--- src/amp_seq_pkg.sv ---
package amp_seq_pkg;

  // ****************************************************************
  // Register map
  // ****************************************************************
  localparam logic [7:0]  ADDR_IDENT    = 8'h00;
  localparam logic [7:0]  ADDR_SYS_CTRL = 8'h04;
  localparam logic [7:0]  ADDR_SYS_STAT = 8'h08;
  localparam logic [7:0]  ADDR_INT_STAT = 8'h0C;
  localparam logic [7:0]  ADDR_INT_MASK = 8'h10;

  // Identification value is arbitrary.
  localparam logic [15:0] IDENT_VALUE   = 16'h1234;
  localparam logic [15:0] SOFT_RESET_KEY = 16'h55AA;

  // system_control_reg fields.
  localparam int          CTRL_SYS_PD_BIT  = 0;
  localparam int          CTRL_AMP_PD_BIT  = 1;
  localparam int          CTRL_MUTE_BIT    = 2;
  localparam logic [2:0]  CTRL_RESET_VALUE = 3'h7;

  // system_status_reg fields.
  localparam int          STAT_MODE_LSB  = 0;
  localparam int          STAT_READY_BIT = 2;
  localparam int          STAT_LOCK_BIT  = 3;
  localparam int          STAT_OTP_BIT   = 4;
  localparam int          STAT_UVP_BIT   = 5;

  // Interrupt status and mask layout.
  localparam int          INT_READY_BIT  = 0;
  localparam int          INT_OTP_BIT    = 1;
  localparam int          INT_UVP_BIT    = 2;
  localparam int          INT_UNLOCK_BIT = 3;
  localparam int          INT_WIDTH      = 4;
  localparam logic [3:0]  INT_MASK_RESET = 4'h0;

  // ****************************************************************
  // Timing
  // ****************************************************************
  localparam int          CLK_MHZ        = 250;
  localparam int          BOOT_TIME_NS   = 1000;
  localparam int          BOOT_CYCLES    = (BOOT_TIME_NS * CLK_MHZ + 999) / 1000;
  localparam int          BOOT_CNT_WIDTH = 9;

  // ****************************************************************
  // Types
  // ****************************************************************
  typedef enum logic [1:0] {
    POWER_DOWN,
    STAND_BY,
    CONFIGURING,
    OPERATING
  } mode_type;

  typedef struct packed {
    logic [7:0]  paddr;
    logic        psel;
    logic        penable;
    logic        pwrite;
    logic [31:0] pwdata;
  } apb_req_type;

  // Comparator outputs from the analog monitors plus the PLL lock, all asynchronous.
  typedef struct packed {
    logic digital_supply_above_por;
    logic vbat_above_por;
    logic digital_supply_ok;
    logic vbat_ok;
    logic temp_shutdown;
    logic temp_recovered;
    logic supply_undervolt;
    logic supply_released;
    logic pll_locked;
  } monitor_type;

  localparam int MON_WIDTH = $bits(monitor_type);

  typedef struct packed {
    logic bias_en;
    logic osc_pll_en;
    logic boost_en;
    logic amp_loop_en;
    logic power_stage_en;
    logic output_float;
  } power_en_type;

endpackage

--- src/level_sync.sv ---
`timescale 1ns/1ps
module level_sync #(
  parameter int WIDTH = 1
) (
  // Clock and reset
  input  wire logic             clk_sys,
  input  wire logic             rst_n,
  // Levels
  input  wire logic [WIDTH-1:0] async_in,
  output logic      [WIDTH-1:0] sync_out
);

  logic [WIDTH-1:0] first_stage;

  for (genvar i = 0; i < WIDTH; i++) begin : g_bit
    always_ff @(posedge clk_sys) begin
      if (!rst_n) begin
        first_stage[i] <= 1'b0;
        sync_out[i]    <= 1'b0;
      end else begin
        first_stage[i] <= async_in[i];
        sync_out[i]    <= first_stage[i];
      end
    end
  end

endmodule

--- src/amp_power_mode_sequencer.sv ---
`timescale 1ns/1ps
module amp_power_mode_sequencer (
  // Clock and reset
  input  wire logic                        clk_sys,
  input  wire logic                        rst_n,
  // APB slave
  input  wire amp_seq_pkg::apb_req_type    apb_req,
  output logic [31:0]                      prdata,
  output logic                             pready,
  output logic                             pslverr,
  // Analog monitors and PLL
  input  wire amp_seq_pkg::monitor_type    monitors,
  // Power control
  output amp_seq_pkg::power_en_type        power_en,
  output logic                             hard_mute,
  output logic                             internal_reset,
  output logic                             irq
);
  import amp_seq_pkg::*;

  // ****************************************************************
  // Monitor synchronisation
  // ****************************************************************
  logic [MON_WIDTH-1:0] mon_bits;
  monitor_type          mon;

  level_sync #(
    .WIDTH    (MON_WIDTH)
  ) u_mon_sync (
    .clk_sys  (clk_sys),
    .rst_n    (rst_n),
    .async_in (monitors),
    .sync_out (mon_bits)
  );

  assign mon = monitor_type'(mon_bits);

  function automatic logic [1:0] mode_code(input mode_type m);
    case (m)
      POWER_DOWN:  mode_code = 2'h0;
      STAND_BY:    mode_code = 2'h1;
      CONFIGURING: mode_code = 2'h2;
      OPERATING:   mode_code = 2'h3;
      default:     mode_code = 2'h0;
    endcase
  endfunction

  // ****************************************************************
  // Bus decode
  // ****************************************************************
  mode_type                 mode;
  mode_type                 next_mode;
  logic [2:0]               sys_ctrl;
  logic [INT_WIDTH-1:0]     int_stat;
  logic [INT_WIDTH-1:0]     int_mask;
  logic                     ready_flag;
  logic                     otp_active;
  logic                     uvp_active;
  logic                     lock_seen;
  logic [BOOT_CNT_WIDTH-1:0] boot_cnt;
  logic                     access;
  logic                     wr_en;
  logic                     rd_en;
  logic                     soft_reset;
  logic                     bus_dead;
  logic                     supply_low;
  logic                     clear_all;
  logic [INT_WIDTH-1:0]     events;
  logic [31:0]              rd_value;
  logic                     addr_ok;

  assign access     = apb_req.psel && apb_req.penable && pready;
  assign bus_dead   = (mode == POWER_DOWN);
  assign wr_en      = access && apb_req.pwrite && !bus_dead;
  assign rd_en      = access && !apb_req.pwrite && !bus_dead;
  assign supply_low = !mon.digital_supply_above_por || !mon.vbat_above_por;

  assign soft_reset = wr_en && (apb_req.paddr == ADDR_IDENT)
                      && (apb_req.pwdata[15:0] == SOFT_RESET_KEY);
  assign clear_all  = bus_dead || soft_reset;

  always_comb begin
    addr_ok  = 1'b1;
    rd_value = 32'h0000_0000;
    case (apb_req.paddr)
      ADDR_IDENT:    rd_value[15:0] = IDENT_VALUE;
      ADDR_SYS_CTRL: rd_value[2:0]  = sys_ctrl;
      ADDR_SYS_STAT: begin
        rd_value[STAT_MODE_LSB +: 2] = mode_code(mode);
        rd_value[STAT_READY_BIT]     = ready_flag;
        rd_value[STAT_LOCK_BIT]      = mon.pll_locked;
        rd_value[STAT_OTP_BIT]       = otp_active;
        rd_value[STAT_UVP_BIT]       = uvp_active;
      end
      ADDR_INT_STAT: rd_value[INT_WIDTH-1:0] = int_stat;
      ADDR_INT_MASK: rd_value[INT_WIDTH-1:0] = int_mask;
      default:       addr_ok = 1'b0;
    endcase
  end

  // One wait-free access: pready rises in the first access cycle.
  always_ff @(posedge clk_sys) begin
    if (!rst_n) begin
      pready <= 1'b0;
    end else begin
      pready <= apb_req.psel && !apb_req.penable;
    end
  end

  always_ff @(posedge clk_sys) begin
    if (!rst_n) begin
      pslverr <= 1'b0;
      prdata  <= 32'h0000_0000;
    end else if (apb_req.psel && !apb_req.penable) begin
      pslverr <= bus_dead || !addr_ok
                 || (apb_req.pwrite && (apb_req.paddr == ADDR_SYS_STAT));
      prdata  <= (bus_dead || apb_req.pwrite) ? 32'h0000_0000 : rd_value;
    end
  end

  // ****************************************************************
  // Control and interrupt mask registers
  // ****************************************************************
  always_ff @(posedge clk_sys) begin
    if (!rst_n) begin
      sys_ctrl <= CTRL_RESET_VALUE;
    end else if (clear_all) begin
      sys_ctrl <= CTRL_RESET_VALUE;
    end else if (wr_en && (apb_req.paddr == ADDR_SYS_CTRL)) begin
      sys_ctrl <= apb_req.pwdata[2:0];
    end
  end

  always_ff @(posedge clk_sys) begin
    if (!rst_n) begin
      int_mask <= INT_MASK_RESET;
    end else if (clear_all) begin
      int_mask <= INT_MASK_RESET;
    end else if (wr_en && (apb_req.paddr == ADDR_INT_MASK)) begin
      int_mask <= apb_req.pwdata[INT_WIDTH-1:0];
    end
  end

  // ****************************************************************
  // Mode sequencing
  // ****************************************************************
  always_comb begin
    next_mode = mode;
    case (mode)
      POWER_DOWN: begin
        if (mon.digital_supply_ok && mon.vbat_ok) begin
          next_mode = STAND_BY;
        end
      end
      STAND_BY: begin
        if (!sys_ctrl[CTRL_SYS_PD_BIT]) begin
          next_mode = CONFIGURING;
        end
      end
      CONFIGURING: begin
        if (sys_ctrl[CTRL_SYS_PD_BIT]) begin
          next_mode = STAND_BY;
        end else if (!sys_ctrl[CTRL_AMP_PD_BIT]) begin
          next_mode = OPERATING;
        end
      end
      OPERATING: begin
        if (sys_ctrl[CTRL_SYS_PD_BIT]) begin
          next_mode = STAND_BY;
        end else if (sys_ctrl[CTRL_AMP_PD_BIT]) begin
          next_mode = CONFIGURING;
        end
      end
      default: next_mode = POWER_DOWN;
    endcase
    if (supply_low) begin
      next_mode = POWER_DOWN;
    end else if (soft_reset) begin
      next_mode = STAND_BY;
    end
  end

  always_ff @(posedge clk_sys) begin
    if (!rst_n) begin
      mode <= POWER_DOWN;
    end else begin
      mode <= next_mode;
    end
  end

  // Boost and amplifier boot timer; a fixed wait models the start-up ramp.
  always_ff @(posedge clk_sys) begin
    if (!rst_n) begin
      boot_cnt   <= '0;
      ready_flag <= 1'b0;
    end else if (mode != OPERATING || next_mode != OPERATING) begin
      boot_cnt   <= '0;
      ready_flag <= 1'b0;
    end else if (boot_cnt == BOOT_CNT_WIDTH'(BOOT_CYCLES - 1)) begin
      ready_flag <= 1'b1;
    end else begin
      boot_cnt <= boot_cnt + 1'b1;
    end
  end

  // ****************************************************************
  // Protection
  // ****************************************************************
  always_ff @(posedge clk_sys) begin
    if (!rst_n) begin
      otp_active <= 1'b0;
    end else if (mon.temp_shutdown) begin
      otp_active <= 1'b1;
    end else if (mon.temp_recovered) begin
      otp_active <= 1'b0;
    end
  end

  always_ff @(posedge clk_sys) begin
    if (!rst_n) begin
      uvp_active <= 1'b0;
    end else if (mon.supply_undervolt) begin
      uvp_active <= 1'b1;
    end else if (mon.supply_released) begin
      uvp_active <= 1'b0;
    end
  end

  // Lock loss only counts once lock has been seen in this configuring run.
  always_ff @(posedge clk_sys) begin
    if (!rst_n) begin
      lock_seen <= 1'b0;
    end else if (mode == POWER_DOWN || mode == STAND_BY) begin
      lock_seen <= 1'b0;
    end else begin
      lock_seen <= mon.pll_locked;
    end
  end

  // ****************************************************************
  // Interrupts
  // ****************************************************************
  always_comb begin
    events                 = '0;
    events[INT_READY_BIT]  = (mode == OPERATING) && !ready_flag
                             && (boot_cnt == BOOT_CNT_WIDTH'(BOOT_CYCLES - 1))
                             && (next_mode == OPERATING);
    events[INT_OTP_BIT]    = mon.temp_shutdown && !otp_active;
    events[INT_UVP_BIT]    = mon.supply_undervolt && !uvp_active;
    events[INT_UNLOCK_BIT] = lock_seen && !mon.pll_locked;
  end

  // A read clears only the bits it reported at the setup edge, so an event
  // that lands between setup and access, or in the access cycle, survives.
  always_ff @(posedge clk_sys) begin
    if (!rst_n) begin
      int_stat <= '0;
    end else if (clear_all) begin
      int_stat <= events;
    end else if (rd_en && (apb_req.paddr == ADDR_INT_STAT)) begin
      int_stat <= (int_stat & ~prdata[INT_WIDTH-1:0]) | events;
    end else begin
      int_stat <= int_stat | events;
    end
  end

  always_ff @(posedge clk_sys) begin
    if (!rst_n) begin
      irq <= 1'b0;
    end else begin
      irq <= |(int_stat & int_mask);
    end
  end

  // ****************************************************************
  // Power enables and mute
  // ****************************************************************
  always_ff @(posedge clk_sys) begin
    if (!rst_n) begin
      internal_reset <= 1'b1;
    end else begin
      internal_reset <= (next_mode == POWER_DOWN) || soft_reset;
    end
  end

  always_ff @(posedge clk_sys) begin
    if (!rst_n) begin
      power_en <= '{default: 1'b0, output_float: 1'b1};
    end else begin
      power_en.bias_en        <= (next_mode == CONFIGURING) || (next_mode == OPERATING);
      power_en.osc_pll_en     <= (next_mode == CONFIGURING) || (next_mode == OPERATING);
      power_en.boost_en       <= (next_mode == OPERATING);
      power_en.amp_loop_en    <= (next_mode == OPERATING);
      power_en.power_stage_en <= (next_mode == OPERATING) && !otp_active
                                 && !uvp_active && mon.pll_locked;
      power_en.output_float   <= (next_mode != OPERATING);
    end
  end

  always_ff @(posedge clk_sys) begin
    if (!rst_n) begin
      hard_mute <= 1'b1;
    end else begin
      hard_mute <= sys_ctrl[CTRL_MUTE_BIT] || !ready_flag || otp_active
                   || uvp_active || !mon.pll_locked || (next_mode != OPERATING);
    end
  end

endmodule

--- config.mk ---
export PLATFORM = sky130hd
export DESIGN_NAME = amp_power_mode_sequencer
export DESIGN_NICKNAME = d
export VERILOG_FILES = /design/src/amp_seq_pkg.sv /design/src/level_sync.sv /design/src/amp_power_mode_sequencer.sv
export SDC_FILE = /design/constraint.sdc
export NUM_CORES = 1
export LEC_CHECK = 0
export ABC_AREA = 1
export BUFFER_PORTS_ARGS = -buffer_cell sky130_fd_sc_hd__buf_2
export CAP_MARGIN = 15
export CORE_ASPECT_RATIO = 1.5
export CORE_MARGIN = 5
export CORE_UTILIZATION = 30
export DETAILED_ROUTE_END_ITERATION = 7
export HOLD_SLACK_MARGIN = 0.03
export SETUP_SLACK_MARGIN = 0.2
export SLEW_MARGIN = 20
export SYNTH_ARGS = -nofsm -noshare
export SYNTH_HDL_FRONTEND = slang
export SYNTH_SLANG_ARGS = --single-unit
--- constraint.sdc ---
create_clock -name clk_sys -period 1.45 [get_ports clk_sys]
set_clock_uncertainty 0.15 [all_clocks]
set_input_delay 0.3625 -clock clk_sys [delete_from_list [all_inputs] [get_ports clk_sys]]
set_output_delay 0.3625 -clock clk_sys [all_outputs]
set_load 0.05 [all_outputs]
# Word-level counts from Yosys, hierarchy flattened
# Cells that the tools add are included.
# totals
reg_bits	85
output_inout_bits	43
wordCells	136
# op_classes
addsub	1
eq_ne	13
muxes	22
n_bitwise	6
n_reduce_logical	57
# op_table
cell	count
$logic_and 1x1->1	23
$eq 16x15->1 const B	1
$eq 8x4->1 const B	2
$mux 16	1
$mux 2	8
$pmux 2 s4	2
$pmux 3 s5	1
$logic_or 1x1->1	14
$logic_not 1->1	10
$add 9x1->9 const B	1
$eq 9x8->1 const B	1
$and 4x4->4	2
$eq 2x2->1 const B	4
$eq 8x3->1 const B	1
$eq 8x5->1 const B	1
$logic_not 8->1	1
$mux 4	2
$or 4x4->4	2
$mux 7	1
$reduce_or 2->1	3
$mux 1	5
$reduce_or 5->1	1
$logic_not 2->1	2
$ne 2x2->1 const B	2
other kinds (7)	8

# Longest topological paths before layout
# Gate-level depths: netlist (run 1).
# depth
word_depth	13
ltp_mapped	10

# Modules after synthesis
# From an unflattened synthesis (run 1), not the netlist that was laid out.
# hier_totals
hier_cells	405
area_unflattened_um2	2865.2
# modules_own_cells
module	n_inst	cells_each	area_per_inst_um2	seq_area_each_um2
amp_power_mode_sequencer	1	349	2336.0	840.8
level_sync	1	56	529.3	360.3

# Worst setup path before layout (run 1)
# Ideal clock, no wire load.
# synth_path
kind	flip-flop to flip-flop
start	register pready
end	register boot_cnt[0]
setup_time_ps	133
t_arrival_ps	1442
t_required_ps	1167
path_slack_ps	-275
path_stages_with_launch	9
n_path_buf	1
synth_period_minus_slack_ps	1725
path_cell_list	dfxtp_1 -> nand2_1 -> nor2_1 -> nand3_2 -> nor2_4 -> nand2_4 -> nand4_4 -> buf_6 -> nor3_2
# synth_between
elab_chain_len	10
# synth_lines
element	line_no	text
start, declared	amp_power_mode_sequencer.sv:9	output logic pready,
start signal, assigned	amp_power_mode_sequencer.sv:106	pready <= apb_req.psel && !apb_req.penable;
$logic_and 1x1->1	amp_power_mode_sequencer.sv:72	assign access = apb_req.psel && apb_req.penable && pready;
$logic_and 1x1->1 (2 in series)	amp_power_mode_sequencer.sv:74	assign wr_en = access && apb_req.pwrite && !bus_dead;
$logic_and 1x1->1	amp_power_mode_sequencer.sv:78	assign soft_reset = wr_en && (apb_req.paddr == ADDR_IDENT)
$logic_and 1x1->1	amp_power_mode_sequencer.sv:79	&& (apb_req.pwdata[15:0] == SOFT_RESET_KEY);
$mux 2	amp_power_mode_sequencer.sv:178	end else if (soft_reset) begin
$mux 2	amp_power_mode_sequencer.sv:176	if (supply_low) begin
$ne 2x2->1	amp_power_mode_sequencer.sv:196	end else if (mode != OPERATING || next_mode != OPERATING) begin
$logic_or 1x1->1	amp_power_mode_sequencer.sv:196	
$reduce_or 2->1 (no source line)	-	
end signal, assigned	amp_power_mode_sequencer.sv:202	boot_cnt <= boot_cnt + 1'b1;
end, declared	amp_power_mode_sequencer.sv:60	logic [BOOT_CNT_WIDTH-1:0] boot_cnt;
# Every way passes these cells.
# A chain may end at the register's enable or synchronous reset.

# Worst setup path in the final report (run 1)
# layout_path
start	register mode[1]
end	register prdata[1]
# layout_between
elab_chain_len	4
word_cells_on_any_way	8
classes_between	3 x eq/ne; 3 x mux; 2 x reduce/logical
# layout_lines
element	line_no	text
start, declared	amp_power_mode_sequencer.sv:51	mode_type mode;
start signal, assigned	amp_power_mode_sequencer.sv:187	mode <= next_mode;
$eq 2x2->1, or another cell as far along	amp_power_mode_sequencer.sv:39	case (m)
$pmux 2 s4	amp_power_mode_sequencer.sv:39	
$pmux 3 s5	amp_power_mode_sequencer.sv:85	case (apb_req.paddr)
$mux 16 (*)	amp_power_mode_sequencer.sv:117	prdata <= (bus_dead || apb_req.pwrite) ? 32'h0000_0000 : rd_value;
end signal, assigned	amp_power_mode_sequencer.sv:117	
end, declared	amp_power_mode_sequencer.sv:8	output logic [31:0] prdata,
# Mark *: on every way between the ends. The rest lies on a longest branch, timed or not.

==> results of run 1 <==
==> routing by layer <==
| layer | vias to the layer above | share of wire [%] | GRT usage, % |
|---|---|---|---|
| li1 | 1410 | - | - |
| met1 | 1278 | 37 | 12.6 |
| met2 | 73 | 56 | 24.3 |
| met3 | 21 | 4.5 | 3.06 |
| met4 | 0 | 3.2 | 7.30 |
| met5 | - | 0 | 0 |
==> state kept, by name, summed over array words and instances, names as in the netlist <==
register / cells
u_mon_sync.first_stage: 9
ready_flag: 1
boot_cnt: 9
irq: 1
internal_reset: 1
lock_seen: 1
pslverr: 1
sys_ctrl: 3
prdata: 7
uvp_active: 1
pready: 1
otp_active: 1
int_stat: 4
u_mon_sync.sync_out: 9
hard_mute: 1
mode: 2
int_mask: 4
power_en: 4
==> worst max path at each step <==
stage / from / to / cells past startpoint
after floorplan: apb_req[42] / boot_cnt[0] / 9
after global placement: apb_req[0] / hard_mute / 11
after detailed placement: apb_req[0] / hard_mute / 11
after CTS: mode[1] / boot_cnt[0] / 8
after global routing: boot_cnt[1] / boot_cnt[1] / 10
final: mode[1] / prdata[1] / 9
==> layout by cell type (no fill, tap or decap), types with 2 or more instances in the layout <==
| cell type | instances |
|---|---|
| nand3_2 | 5 |
| buf_6 | 5 |
| buf_8 | 19 |
| inv_2 | 13 |
| clkbuf_8 | 2 |
| clkinv_2 | 2 |
| buf_4 | 58 |
| nor2_2 | 3 |
| nand2_2 | 7 |
| a21oi_1 | 10 |
| a31oi_1 | 2 |
| nand3b_1 | 2 |
| xor2_1 | 5 |
| inv_1 | 42 |
| dfxtp_2 | 15 |
| nand3_1 | 26 |
| o211ai_1 | 3 |
| conb_1 | 24 |
| ha_4 | 2 |
| clkbuf_16 | 9 |
| nor3_2 | 12 |
| dfxtp_1 | 40 |
| nor2_4 | 11 |
| nor2_1 | 30 |
| xnor2_1 | 3 |
| inv_6 | 2 |
| nand2_4 | 8 |
| dfxtp_4 | 5 |
| nor3_1 | 6 |
| a21oi_2 | 7 |
| nand4_1 | 4 |
| nand2_1 | 85 |
| buf_2 | 37 |
==> kinds of logic (layout without fill, tap and decap cells) <==
kind of cell / Yosys count / after routing
other: 1 / 24
and+or+nand+nor: 203 / 203
AOI/OAI and AO/OA: 26 / 26
xor gates and xnor gates: 8 / 8
adders and majority gates: 2 / 2
buffers and inverters: 89 / 192
DFF: 60 / 60
==> metrics by stage <==
step | power (mW) | hold slack (ns)
2_1_floorplan | 2.02 | 0.240
3_3_place_gp | 2.09 | 0.242
3_5_place_dp | 2.09 | 0.247
4_1_cts | 4.25 | 0.0588
5_1_grt | 4.37 | 0.0687
6_report | 4.20 | 0.0730
==> layout make-up <==
type	instances	area (um^2)	area share, %
inverter	57	224	5.06
clock buffer	12	256	5.80
timing repair buffer	119	962	21.8
tap	112	140	3.17
multi-input combinational	263	1550	35.1
sequential	60	1240	28.0
clock inverter	4	47.5	1.07
==> what timing repair did <==
action / in CTS / in global routing
gates cloned: 0 / 0
setup buffers: 12 / 3
setup endpoints to repair: 55 / 56
pin swaps: 13 / 15
gates resized for setup: 99 / 30
==> synth_stat cells, drive strengths merged (3+ instances only) <==
master	instances
a21oi	18
xor2	5
xnor2	3
nand2	101
nand3	32
nor2	44
nor3	18
dfxtp	60
o211ai	4
nand4	5
inv	57
buf	31
==> worst register-to-register path, delay by kind of cell (launching register included) <==
| kind | cells | cell delay, ns |
|---|---|---|
| buf+inv | 3 | 0.26 |
| compound gates | 1 | 0.12 |
| simple gates | 5 | 0.51 |
| flops | 1 | 0.37 |
==> power groups by stage <==
| stage | clock (mW) | combinational [mW] | sequential (mW) |
|---|---|---|---|
| floorplan | 0 | 0.281 | 1.74 |
| detailed placement | 0 | 0.367 | 1.73 |
| global route | 2.26 | 0.420 | 1.69 |
| global placement | 0 | 0.362 | 1.73 |
| CTS | 2.17 | 0.379 | 1.69 |
| finish | 2.12 | 0.387 | 1.69 |
==> results list, run 1 <==
- Total Nets Final: 566
- Number of buffers added by the clock tree synthesis step: 9
- Adder-Cell Fraction of Synth Area: 0.873%
- The synthesized netlist devotes around 5.4% of its cell area to compound gates.
- The finished layout holds approximately 630 standard cells, fillers aside.
* Largest net degree at the start of global routing: 21
- The slowest stage of the critical path belongs to the cell dfxtp_4.
- Dominant cell type by area after synthesis: dfxtp_1
* Setup_tns: -0.125 ns
* Post-detailed-route via-to-cell ratio: 4.44
* Worst reg2reg path depth: 9
- Synthesized-area fraction occupied by and/or/nand/nor cells: 33.7%
- Across the run, the number of max-cap violations was 0.
* Total count of hold-check failures in the final report: 0
- Synthesized-area fraction occupied by xor and xnor cells: around 2.4%
- Setup violations remaining at the end of the flow were counted as 10.
* Final number of max-transition violations: 0
* Clock H-tree levels: 3
* Width of the die: 89.8 um
- Hold_buf cts: 0
* Clk root buf: clkbuf_16
* Arrival time at the worst endpoint: 1.58 ns
- Result of the run: complete, but fails checks
- Most used flip-flop cell after synthesis: dfxtp_1
- Once detailed placement completed, the half-perimeter wirelength came to around 5600 um.
- IR analysis of the VDD net gives a maximum drop of between 0.6 and 0.7 mV.
- After detailed routing, the total wire length is 7650 um.
- Violations in the final reports: setup timing
- For this run the aggregate overflow at the end of global routing stands at 0.
* TritonCTS sink count: 60
- Setup repair after global routing could not meet its margin everywhere.
- Top-level I/O count: just under 100
- Cell area reported after detailed placement: between 3000 and 4000 um^2
- The largest single stage delay on the critical path is roughly 0.37 ns.
- Start of the worst register-to-register path: mode[1]
* TritonRoute pass-1 iters: 4
- Total global-route track usage: roughly an eighth
- Sequential power share: between 40% and 50%
- Count of yosys warnings during synthesis: 0
- Per report_power, the clock group accounts for a little over 50% of the total.
- Clock edge transition at the registers on the reported setup and hold paths: approximately 0.050 ns
* Worst Slack Setup Final: -0.0329 ns
* Share of synthesized area spent on multiplexers: 0%
- Along the worst path, the maximum fanout reaches 4.
- Register-to-register path setup slack: -0.03 ns
* Min-Delay Path Depth: 3
- Number of distinct library cell variants in the gate-level netlist after synthesis: 32
- In the final routed layout, each cell accounts on average for roughly 12 um.
- The congestion estimate from routability-driven global placement came to about 0.81.
- Antenna violations before repair: 0
- Endpoint type of the worst setup path: register
- The cell area that synthesis handed to floorplanning was between 2000 and 3000 um^2.
- Counting both buffers and inverters, the worst setup path holds a total of 3.
* Violation count after the first detailed-routing iteration: roughly 140
* Via count of the first global-routing pass: approximately 2700
* DP Cell Count: slightly below 600
- The worst hold path begins at monitors[3].
- At the later pin of the worst-skew pair, clock insertion delay measures 0.32 ns.
- Fraction of power consumed by combinational cells: about 9.2%
* Final cell utilization of the core: 47.5%
- Total DRC errors in the routed layout: 0
* Period minus WS final: between 1 and 1.5 ns
* Internal Dissipation: around 3.2 mW
- Area overhead of the layout relative to synthesis: 54.3%
* Crit Path Class: reg -> reg
* Global-route wire length before repair: 12100 um
* Count of flip-flops with a built-in enable after synthesis: 0
* Effective utilization at floorplan: 30.8%
- Clock buffer depth: 2
* Class of the tightest hold or removal check: in -> reg
- Lkg Pwr: 2.04 nW
- Before CTS, the worst setup slack after placement is -0.262 ns.
* Seq/Total Area, Yosys: roughly two fifths
- Hold Path Sink: u_mon_sync.first_stage[3]
* Seq cells post-synth: 60
* Number of instances in the synthesized netlist: approximately 400
- Cell family contributing the most delay on the critical path: simple AND/OR/NAND/NOR gates
- In this run the remaining antenna-violating nets after routing total 0.
- Data on the critical path is required at its endpoint by between 1.5 and 2 ns.
- Die Footprint: 11700 um^2
* Filler cell count in the final layout: between 800 and 900
* Yosys top cell area share: about two fifths
- TritonCTS clock tree: built
- The finished cells cover approximately 4400 um^2.
- In this run the vertical extent of the chip is around 130 um.
- Crit Reg-Reg Endpoint: prdata[1]
- Summed over all nets, the switching power comes to 992 uW.
- Of all flip-flops after synthesis, the portion carrying an async set or reset was 0%.
- By area, the combinational part of the netlist is dominated by simple AND/OR/NAND/NOR gates.
- After floorplanning, the core was divided into 43 placement rows.
* ANT cells: 0
* Post-synthesis area per instance: around 7.4 um^2
- Share of final-layout standard cells stronger than drive strength 1: about 45%
- Placeable core region: just over 9000 um^2
- STA classifies the critical path startpoint as a register.
* Overall via count from detail_route: between 2000 and 3000
- Critical Path, Cell by Cell: inv_2 > nand2_4 > nand2_4 > buf_4 > nor2_4 > inv_2 > nor2_4 > nand2_2 > a21oi_2
* Fmax achieved: about 670 MHz
- Share of the cycle needed by the critical path after routing: 102%
* Cell area power density: around 950 nW/um^2
- Largest cells by area after synthesis: dfxtp_1 42%, nand2_1 12%, buf_4 7.3%
* Share of total power consumed by net switching: 23.6%
- Buffers placed on the I/O ports in this run total 56.
Power figures use the tool's default switching activity.
==> run 2, diff against run 1 <==
- CORE_ASPECT_RATIO: 1.5 -> 2
- CORE_MARGIN: 5 -> unset
==> run 2 against run 1 <==
Effect of this change: the run ends with DRC, setup timing left; clock power up 16%; first-iteration DRC count down 42%; via count up 0.83%; global-route usage up 3.2 points; critical path depth down 3; sequential share of layout area down 0.30 points; register-to-register slack about the same; worst hold slack worse by 0.011 ns; fmax up 0.98%; utilization up 0.59 points; routed wire length down 0.84%; sequential power about the same; critical path type unchanged; largest power group unchanged.
==> results list, run 2 (same netlist as run 1, synthesis figures left out) <==
* Worst-Skew Late Latency: 0.33 ns (was 0.32 ns)
- The count of input and output buffers is 56 (unchanged).
- The amount of wire on met2 after detailed routing was 4410 um (was 4260 um).
* Largest net degree at the start of global routing: 21 (unchanged)
- The slack of the critical path was -0.0184 ns (was -0.0329 ns).
- The placeable core region was 9320 um^2 (was 9310 um^2).
* Clock buffer depth: 2 (unchanged)
- The overall power was 4.54 mW (was 4.20 mW).
- The worst hold slack after final layout came to 0.0620 ns (was 0.0730 ns).
- Vertical die dimension: 140 um (was 130 um)
* Cell Rows: 50 (was 43)
* Period minus WS final: 1.47 ns (was 1.48 ns)
- TritonRoute pass-1 iters: 8 (was 4)
* Top fanout value on the critical path: 5 (was 4)
- The max-slew violation count was 0 (unchanged).
- The reported max-cap violation count was 0 (unchanged).
- The number of DRC markers in iteration 0 was 78 (was 135).
- The upper clock frequency limit was 681 MHz (was 674 MHz).
- Top Registers: boot_cnt x9, u_mon_sync.first_stage x9, u_mon_sync.sync_out x9 (unchanged)
- Highest Signal Layer: met4 (unchanged)
* Filler cell count in the final layout: 879 (was 892)
- Number of failing setup endpoints in the final timing report: 12 (was 10)
- The initial antenna violation count came to 0 (unchanged).
* Crit Path Class: reg -> reg (unchanged)
- WL per Instance: 12.3 um (was 12.2 um)
- Effective utilization at floorplan: 30.8% (about the same)
* Delay of the slowest cell on the worst path: 0.38 ns (was 0.37 ns)
- Antenna violation net count after detailed routing: 0 (unchanged)
- Cell at the slowest stage of the critical path: dfxtp_4 (unchanged)
- Detailed-placement wirelength estimate: 5640 um (was 5560 um)
- Final wirelength: 7580 um (was 7650 um)
- Arrival time at the worst endpoint: 1.58 ns (about the same)
* Maximum ir drop on the vdd rail: 0.740 mV (was 0.638 mV)
- The cell at the root of the clock tree was clkbuf_16 (unchanged).
- Worst slew pin tran: about 0.57 ns
- The via count of the first global-routing pass is 2857 (was 2739).
* Slew Limit Headroom: about 62%
* Final cell utilization of the core: 48.1% (was 47.5%)
- Setup repair after global routing missed its margin: true (unchanged)
- The final routed DRC violation total was 6 (was 0).
* Commonest cells after routing, fill and taps aside: 82 x nand2_1, 55 x buf_4, 43 x inv_1, 39 x dfxtp_1, 37 x buf_2 (was 85 x nand2_1, 58 x buf_4, 42 x inv_1, 40 x dfxtp_1, 37 x buf_2)
* Post-detailed-route via-to-cell ratio: 4.55 (was 4.44)
* Cell area power density: 1010 nW/um^2 (was 949 nW/um^2)
- Overall via count from detail_route: 2805 (was 2782)
- The met1 routed wirelength after detailed routing is 2430 um (was 2800 um).
- Die Footprint: 9970 um^2 (was 11700 um^2)
* Total global-route track usage: 16.0% (was 12.8%)
- The share of post-route cells with drive strength above 1 came to 44.8% (was 44.7%).
* Result of the run: complete, but fails checks (unchanged)
* Global-route wire length before repair: 12100 um (about the same)
- Violations in the final reports: DRC, setup timing (was setup timing).
* Total Nets Final: 564 (was 566)
- The number of buffers inserted during clock tree synthesis is 9 (unchanged).
- Class of the tightest hold or removal check: in -> reg (unchanged)
- The sum of overflow across all layers after global routing came to 0 (unchanged).
- Wire length on met3: 279 um (was 341 um)
* TritonCTS sink count: 60 (unchanged)
* Critical Path, Cell by Cell: inv_4 > buf_4 > o211ai_4 > nand4_4 > buf_4 > nor3_2 (was inv_2 > nand2_4 > nand2_4 > buf_4 > nor2_4 > inv_2 > nor2_4 > nand2_2 > a21oi_2)
- Endpoint type of the worst setup path: register (unchanged)
- The leakage power total was 2.11 nW (was 2.04 nW).
- The most common library cell in the layout ignoring fill and taps was nand2_1 (unchanged).
- Width of the die: 71.1 um (was 89.8 um)
* Routability cong.: 0.888 (was 0.806)
* Worst path most repeated cell: buf_4
- Clock edge transition at the registers on the reported setup and hold paths: 0.06 ns (was 0.05 ns)
* Clock H-tree levels: 3 (unchanged)
- The clock tree from TritonCTS is built (unchanged).
- The top-level port count came to 97 (unchanged).
- Area overhead of the layout relative to synthesis: 56.4% (was 54.3%)
* ANT cells: 0 (unchanged)
- Total count of hold-check failures in the final report: 0 (unchanged)
- The sort of element at the start of the critical path was a register (unchanged).
- Critical path data required time: 1.56 ns (was 1.55 ns)
* Share of the cycle needed by the critical path after routing: 101% (was 102%)
-- run 2: cell types whose count changed in the layout (fill, tap and decap cells not counted), moves of 3 or more --
cell     change
buf_4        -3
inv_2        -4
inv_4        +3
nand2_1      -3
-- run 2: critical path, delay by kind of cell (launching register included) --
family                 cells  cell delay, ns
buffers and inverters      3            0.37
flip-flops                 1            0.38
AND/OR/NAND/NOR            2            0.31
AO/OA/AOI/OAI              1            0.18
-- run 2: timing repair --
item	CTS	global route
buffers inserted	8	2
gates resized for setup	108	28
pin swaps	7	14
setup endpoints to repair	55	56
hold buffers	0	0
-- run 2: final cells by class --
| type | instances | area, um^2 | share of cell area [%] |
|---|---|---|---|
| inverter | 57 | 231 | 5.16 |
| tap | 104 | 130 | 2.90 |
| timing repair buffer | 117 | 960 | 21.4 |
| clock buffer | 12 | 278 | 6.19 |
| clock inverter | 4 | 76.3 | 1.70 |
| sequential | 60 | 1240 | 27.7 |
| multi-input combinational | 263 | 1570 | 34.9 |
-- run 2: worst paths after layout --
kind | from | end | slack, ns | depth (start not counted)
min reg2reg | u_mon_sync.first_stage[0] | u_mon_sync.sync_out[0] | 0.25 | 2
max reg2reg | mode[1] | ready_flag | -0.02 | 6
max | mode[1] | ready_flag | -0.02 | 6
min | monitors[8] | u_mon_sync.first_stage[8] | 0.06 | 3
-- run 2: through the flow --
stage          cell area, um^2  setup WS [ns]  setup TNS [ns]  std cells
2_1_floorplan             3040        -0.0182          -0.146        412
3_3_place_gp              3610         -0.225           -5.78        591
3_5_place_dp              3610         -0.248           -6.24        591
4_1_cts                   4350        -0.0184          -0.121        615
5_1_grt                   4480        -0.0962           -1.44        617
6_report                  4480        -0.0184          -0.105        617
-- run 2: power by group --
part           switching [mW]  total, mW  internal, mW
registers              0.0157       1.69          1.67
clock network           0.756       2.46          1.71
logic                   0.272      0.392         0.121
total                    1.04       4.54          3.50
-- run 2: metal layers --
metal	track usage, %	vias up
li1	-	1407
met1	12.7	1286
met2	31.6	84
met3	3.24	28
met4	13.1	0
met5	0	-
==> run 3, diff against run 2 <==
- GPL_TIMING_DRIVEN: unset -> 0
- RECOVER_POWER: unset -> 50
==> run 3 against run 2 <==
Effect of this change: the flow still finishes with violations (DRC, setup timing); setup slack lost 0.056 ns; die area is the same; sequential power is essentially flat; critical endpoint is now boot_cnt[0].
==> results list, run 3 (same netlist as run 1, synthesis figures left out) <==
- Result of the run: complete, but fails checks (unchanged).
* Violations in the final reports: DRC, setup timing (unchanged)
- The upper clock frequency limit came to 656 MHz (was 681 MHz).
- The cell depth of the worst flop-to-flop path is 7 (was 6).
- ANT cells: 0 (unchanged)
* Crit Path Class: reg -> reg (unchanged)
- Vertical die dimension: 140 um (unchanged)
- Commonest cells after routing, fill and taps aside: 79 x nand2_1, 47 x buf_4, 44 x inv_1, 41 x dfxtp_1, 32 x buf_2 (was 82 x nand2_1, 55 x buf_4, 43 x inv_1, 39 x dfxtp_1, 37 x buf_2)
* Cell area power density: 874 nW/um^2 (was 1010 nW/um^2)
* Arrival time at the worst endpoint: 1.62 ns (was 1.58 ns)
- Worst-Skew Late Latency: 0.33 ns (about the same)
- Total Nets Final: 568 (was 564)
* Detailed-placement wirelength estimate: 5460 um (was 5640 um)
- Slew Limit Headroom: 54.2% (was 62.1%)
- The via-per-instance ratio was 4.46 (was 4.55).
* Top Registers: boot_cnt x9, u_mon_sync.first_stage x9, u_mon_sync.sync_out x9 (unchanged)
- The cell at the root of the clock tree is clkbuf_16 (unchanged).
- The count of input and output buffers was 56 (unchanged).
- The hold buffer count at CTS was 0 (unchanged).
* Global-route wire length before repair: 12100 um (about the same)
* Final wirelength: 7640 um (was 7580 um)
- TritonCTS sink count: 60 (unchanged)
* Critical path data required time: 1.55 ns (was 1.56 ns)
- TritonCTS clock tree: built (unchanged)
* Violation count after the first detailed-routing iteration: 75 (was 78)
- Top-level I/O count: 97 (unchanged)
- Setup repair after global routing missed its margin: true (unchanged).
- Clock edge transition at the registers on the reported setup and hold paths: 0.05 ns (was 0.06 ns)
- Start of the worst register-to-register path: mode[1] (unchanged)
* Period minus WS final: 1.52 ns (was 1.47 ns)
* Total global-route track usage: 16.0% (about the same)
- Via count of the first global-routing pass: 2773 (was 2857)
- The leakage power total came to 2.17 nW (was 2.11 nW).
- Share of the cycle needed by the critical path after routing: 105% (was 101%)
* Routability cong.: 0.894 (was 0.888)
* Placeable core region: 9320 um^2 (unchanged)
- The setup TNS is -0.552 ns (was -0.105 ns).
* Area overhead of the layout relative to synthesis: 60.2% (was 56.4%)
- Number of failing setup endpoints in the final timing report: 14 (was 12)
* Effective utilization at floorplan: 30.8% (unchanged)
- The last element of the critical path is boot_cnt[0] (was ready_flag).
- Non-Filler Cell Area, Final: 4590 um^2 (was 4480 um^2)
- The number of buffers inserted during clock tree synthesis was 9 (unchanged).
- The wire length per cell after detailed routing is 12.3 um (about the same).
* Clock H-tree levels: 3 (unchanged)
- The final routed DRC violation total is 4 (was 6).
* Critical path launch point type: register (unchanged)
* Crit path from: mode[1] (unchanged)
* Total Power Consumption: 4.01 mW (was 4.54 mW)
* Antenna violations before repair: 0 (unchanged)
- Cell area reported after detailed placement: 3450 um^2 (was 3610 um^2)
* Final number of max-transition violations: 0 (unchanged)
- The capturing point of the worst reg2reg path is boot_cnt[0] (was ready_flag).
- The area enclosed by the die boundary is 9970 um^2 (unchanged).
* Worst slew pin tran: 0.687 ns (was 0.567 ns)
- Max-cap violations: 0 (unchanged)
* Most common cell after layout, fill and taps aside: nand2_1 (unchanged)
- The worst hold slack after final layout was 0.0642 ns (was 0.0620 ns).
- The maximum number of pins on one net before global-route repair came to 11 (was 21).
* Class of the tightest hold or removal check: in -> reg (unchanged)
- Antenna violation net count after detailed routing: 0 (unchanged)
- Maximum ir drop on the vdd rail: 0.695 mV (was 0.740 mV)
- Top fanout value on the critical path: 5 (unchanged)
- The internal reg-to-reg setup slack is -0.07 ns (was -0.02 ns).
- Cell Rows: 50 (unchanged)
- The slack of the critical path was -0.0743 ns (was -0.0184 ns).
- Endpoint type of the worst setup path: register (unchanged)
- The maximum number of buffers from clock root to sink came to 2 (unchanged).
* Share of final-layout standard cells stronger than drive strength 1: 45.7% (was 44.8%)
- Overall via count from detail_route: 2768 (was 2805)
- The sum of overflow across all layers after global routing is 0 (unchanged).
- The count of TritonRoute iterations in the first routing pass came to 8 (unchanged).
* Width of the die: 71.1 um (unchanged)
* Total count of hold-check failures in the final report: 0 (unchanged)
[run 3: worst min-delay path by stage]
stage | start | to | slack [ns] | cells after the start
after floorplan | u_mon_sync.first_stage[0] | u_mon_sync.sync_out[0] | 0.24 | 2
after global placement | u_mon_sync.first_stage[1] | u_mon_sync.sync_out[1] | 0.24 | 2
after detailed placement | u_mon_sync.first_stage[7] | u_mon_sync.sync_out[7] | 0.25 | 2
after CTS | monitors[8] | u_mon_sync.first_stage[8] | 0.06 | 3
after global routing | monitors[8] | u_mon_sync.first_stage[8] | 0.07 | 3
final | monitors[8] | u_mon_sync.first_stage[8] | 0.06 | 3
[run 3: timing repair]
action | in CTS | in global routing
pin swaps | 19 | 23
gates resized for setup | 134 | 41
setup endpoints to repair | 56 | 58
buffers inserted | 23 | 9
gates cloned | 0 | 1
hold endpoints to repair | 0 | 0
[run 3: layout make-up]
| cell class | instances | area (um^2) |
|---|---|---|
| fillers | 844 | 4730 |
| flip-flops and latches | 60 | 1240 |
| clock buffers | 13 | 250 |
| well taps | 104 | 130 |
| plain buffers | 32 | 251 |
| multi-input cells | 263 | 1650 |
| inverters | 57 | 246 |
| repair buffers | 89 | 815 |
| clock inverters | 2 | 12.5 |
[run 3: critical path, cell delays in order, from the launching register on]
cell       delay (ns)
dfxtp_4          0.36
buf_6            0.12
nor2_4           0.12
nand3_2          0.11
o211ai_4         0.11
nand4_4          0.18
clkbuf_16        0.21
nor3_2           0.09
[run 3: report_power, final]
group          internal (mW)  switching, mW
logic                  0.150          0.290
clock network           1.19          0.696
registers               1.67         0.0145
[run 3: stage by stage]
step,setup WS [ns],utilization [%],std cells
3_3_place_gp,-0.475,37.0,572
6_report,-0.0743,49.3,620
5_1_grt,-0.152,49.3,620
2_1_floorplan,-0.0182,-,412
3_5_place_dp,-0.469,37.0,572
4_1_cts,-0.0534,46.8,610
[run 3: metal layers]
layer	part of all wire (%)	up-vias	track usage, %	wire length [um]
met4	5.9	0	11.8	448
met5	0	-	0	0
met2	57	79	30.9	4330
li1	-	1413	-	-
met1	33	1247	13.3	2500
met3	4.7	29	4.24	358
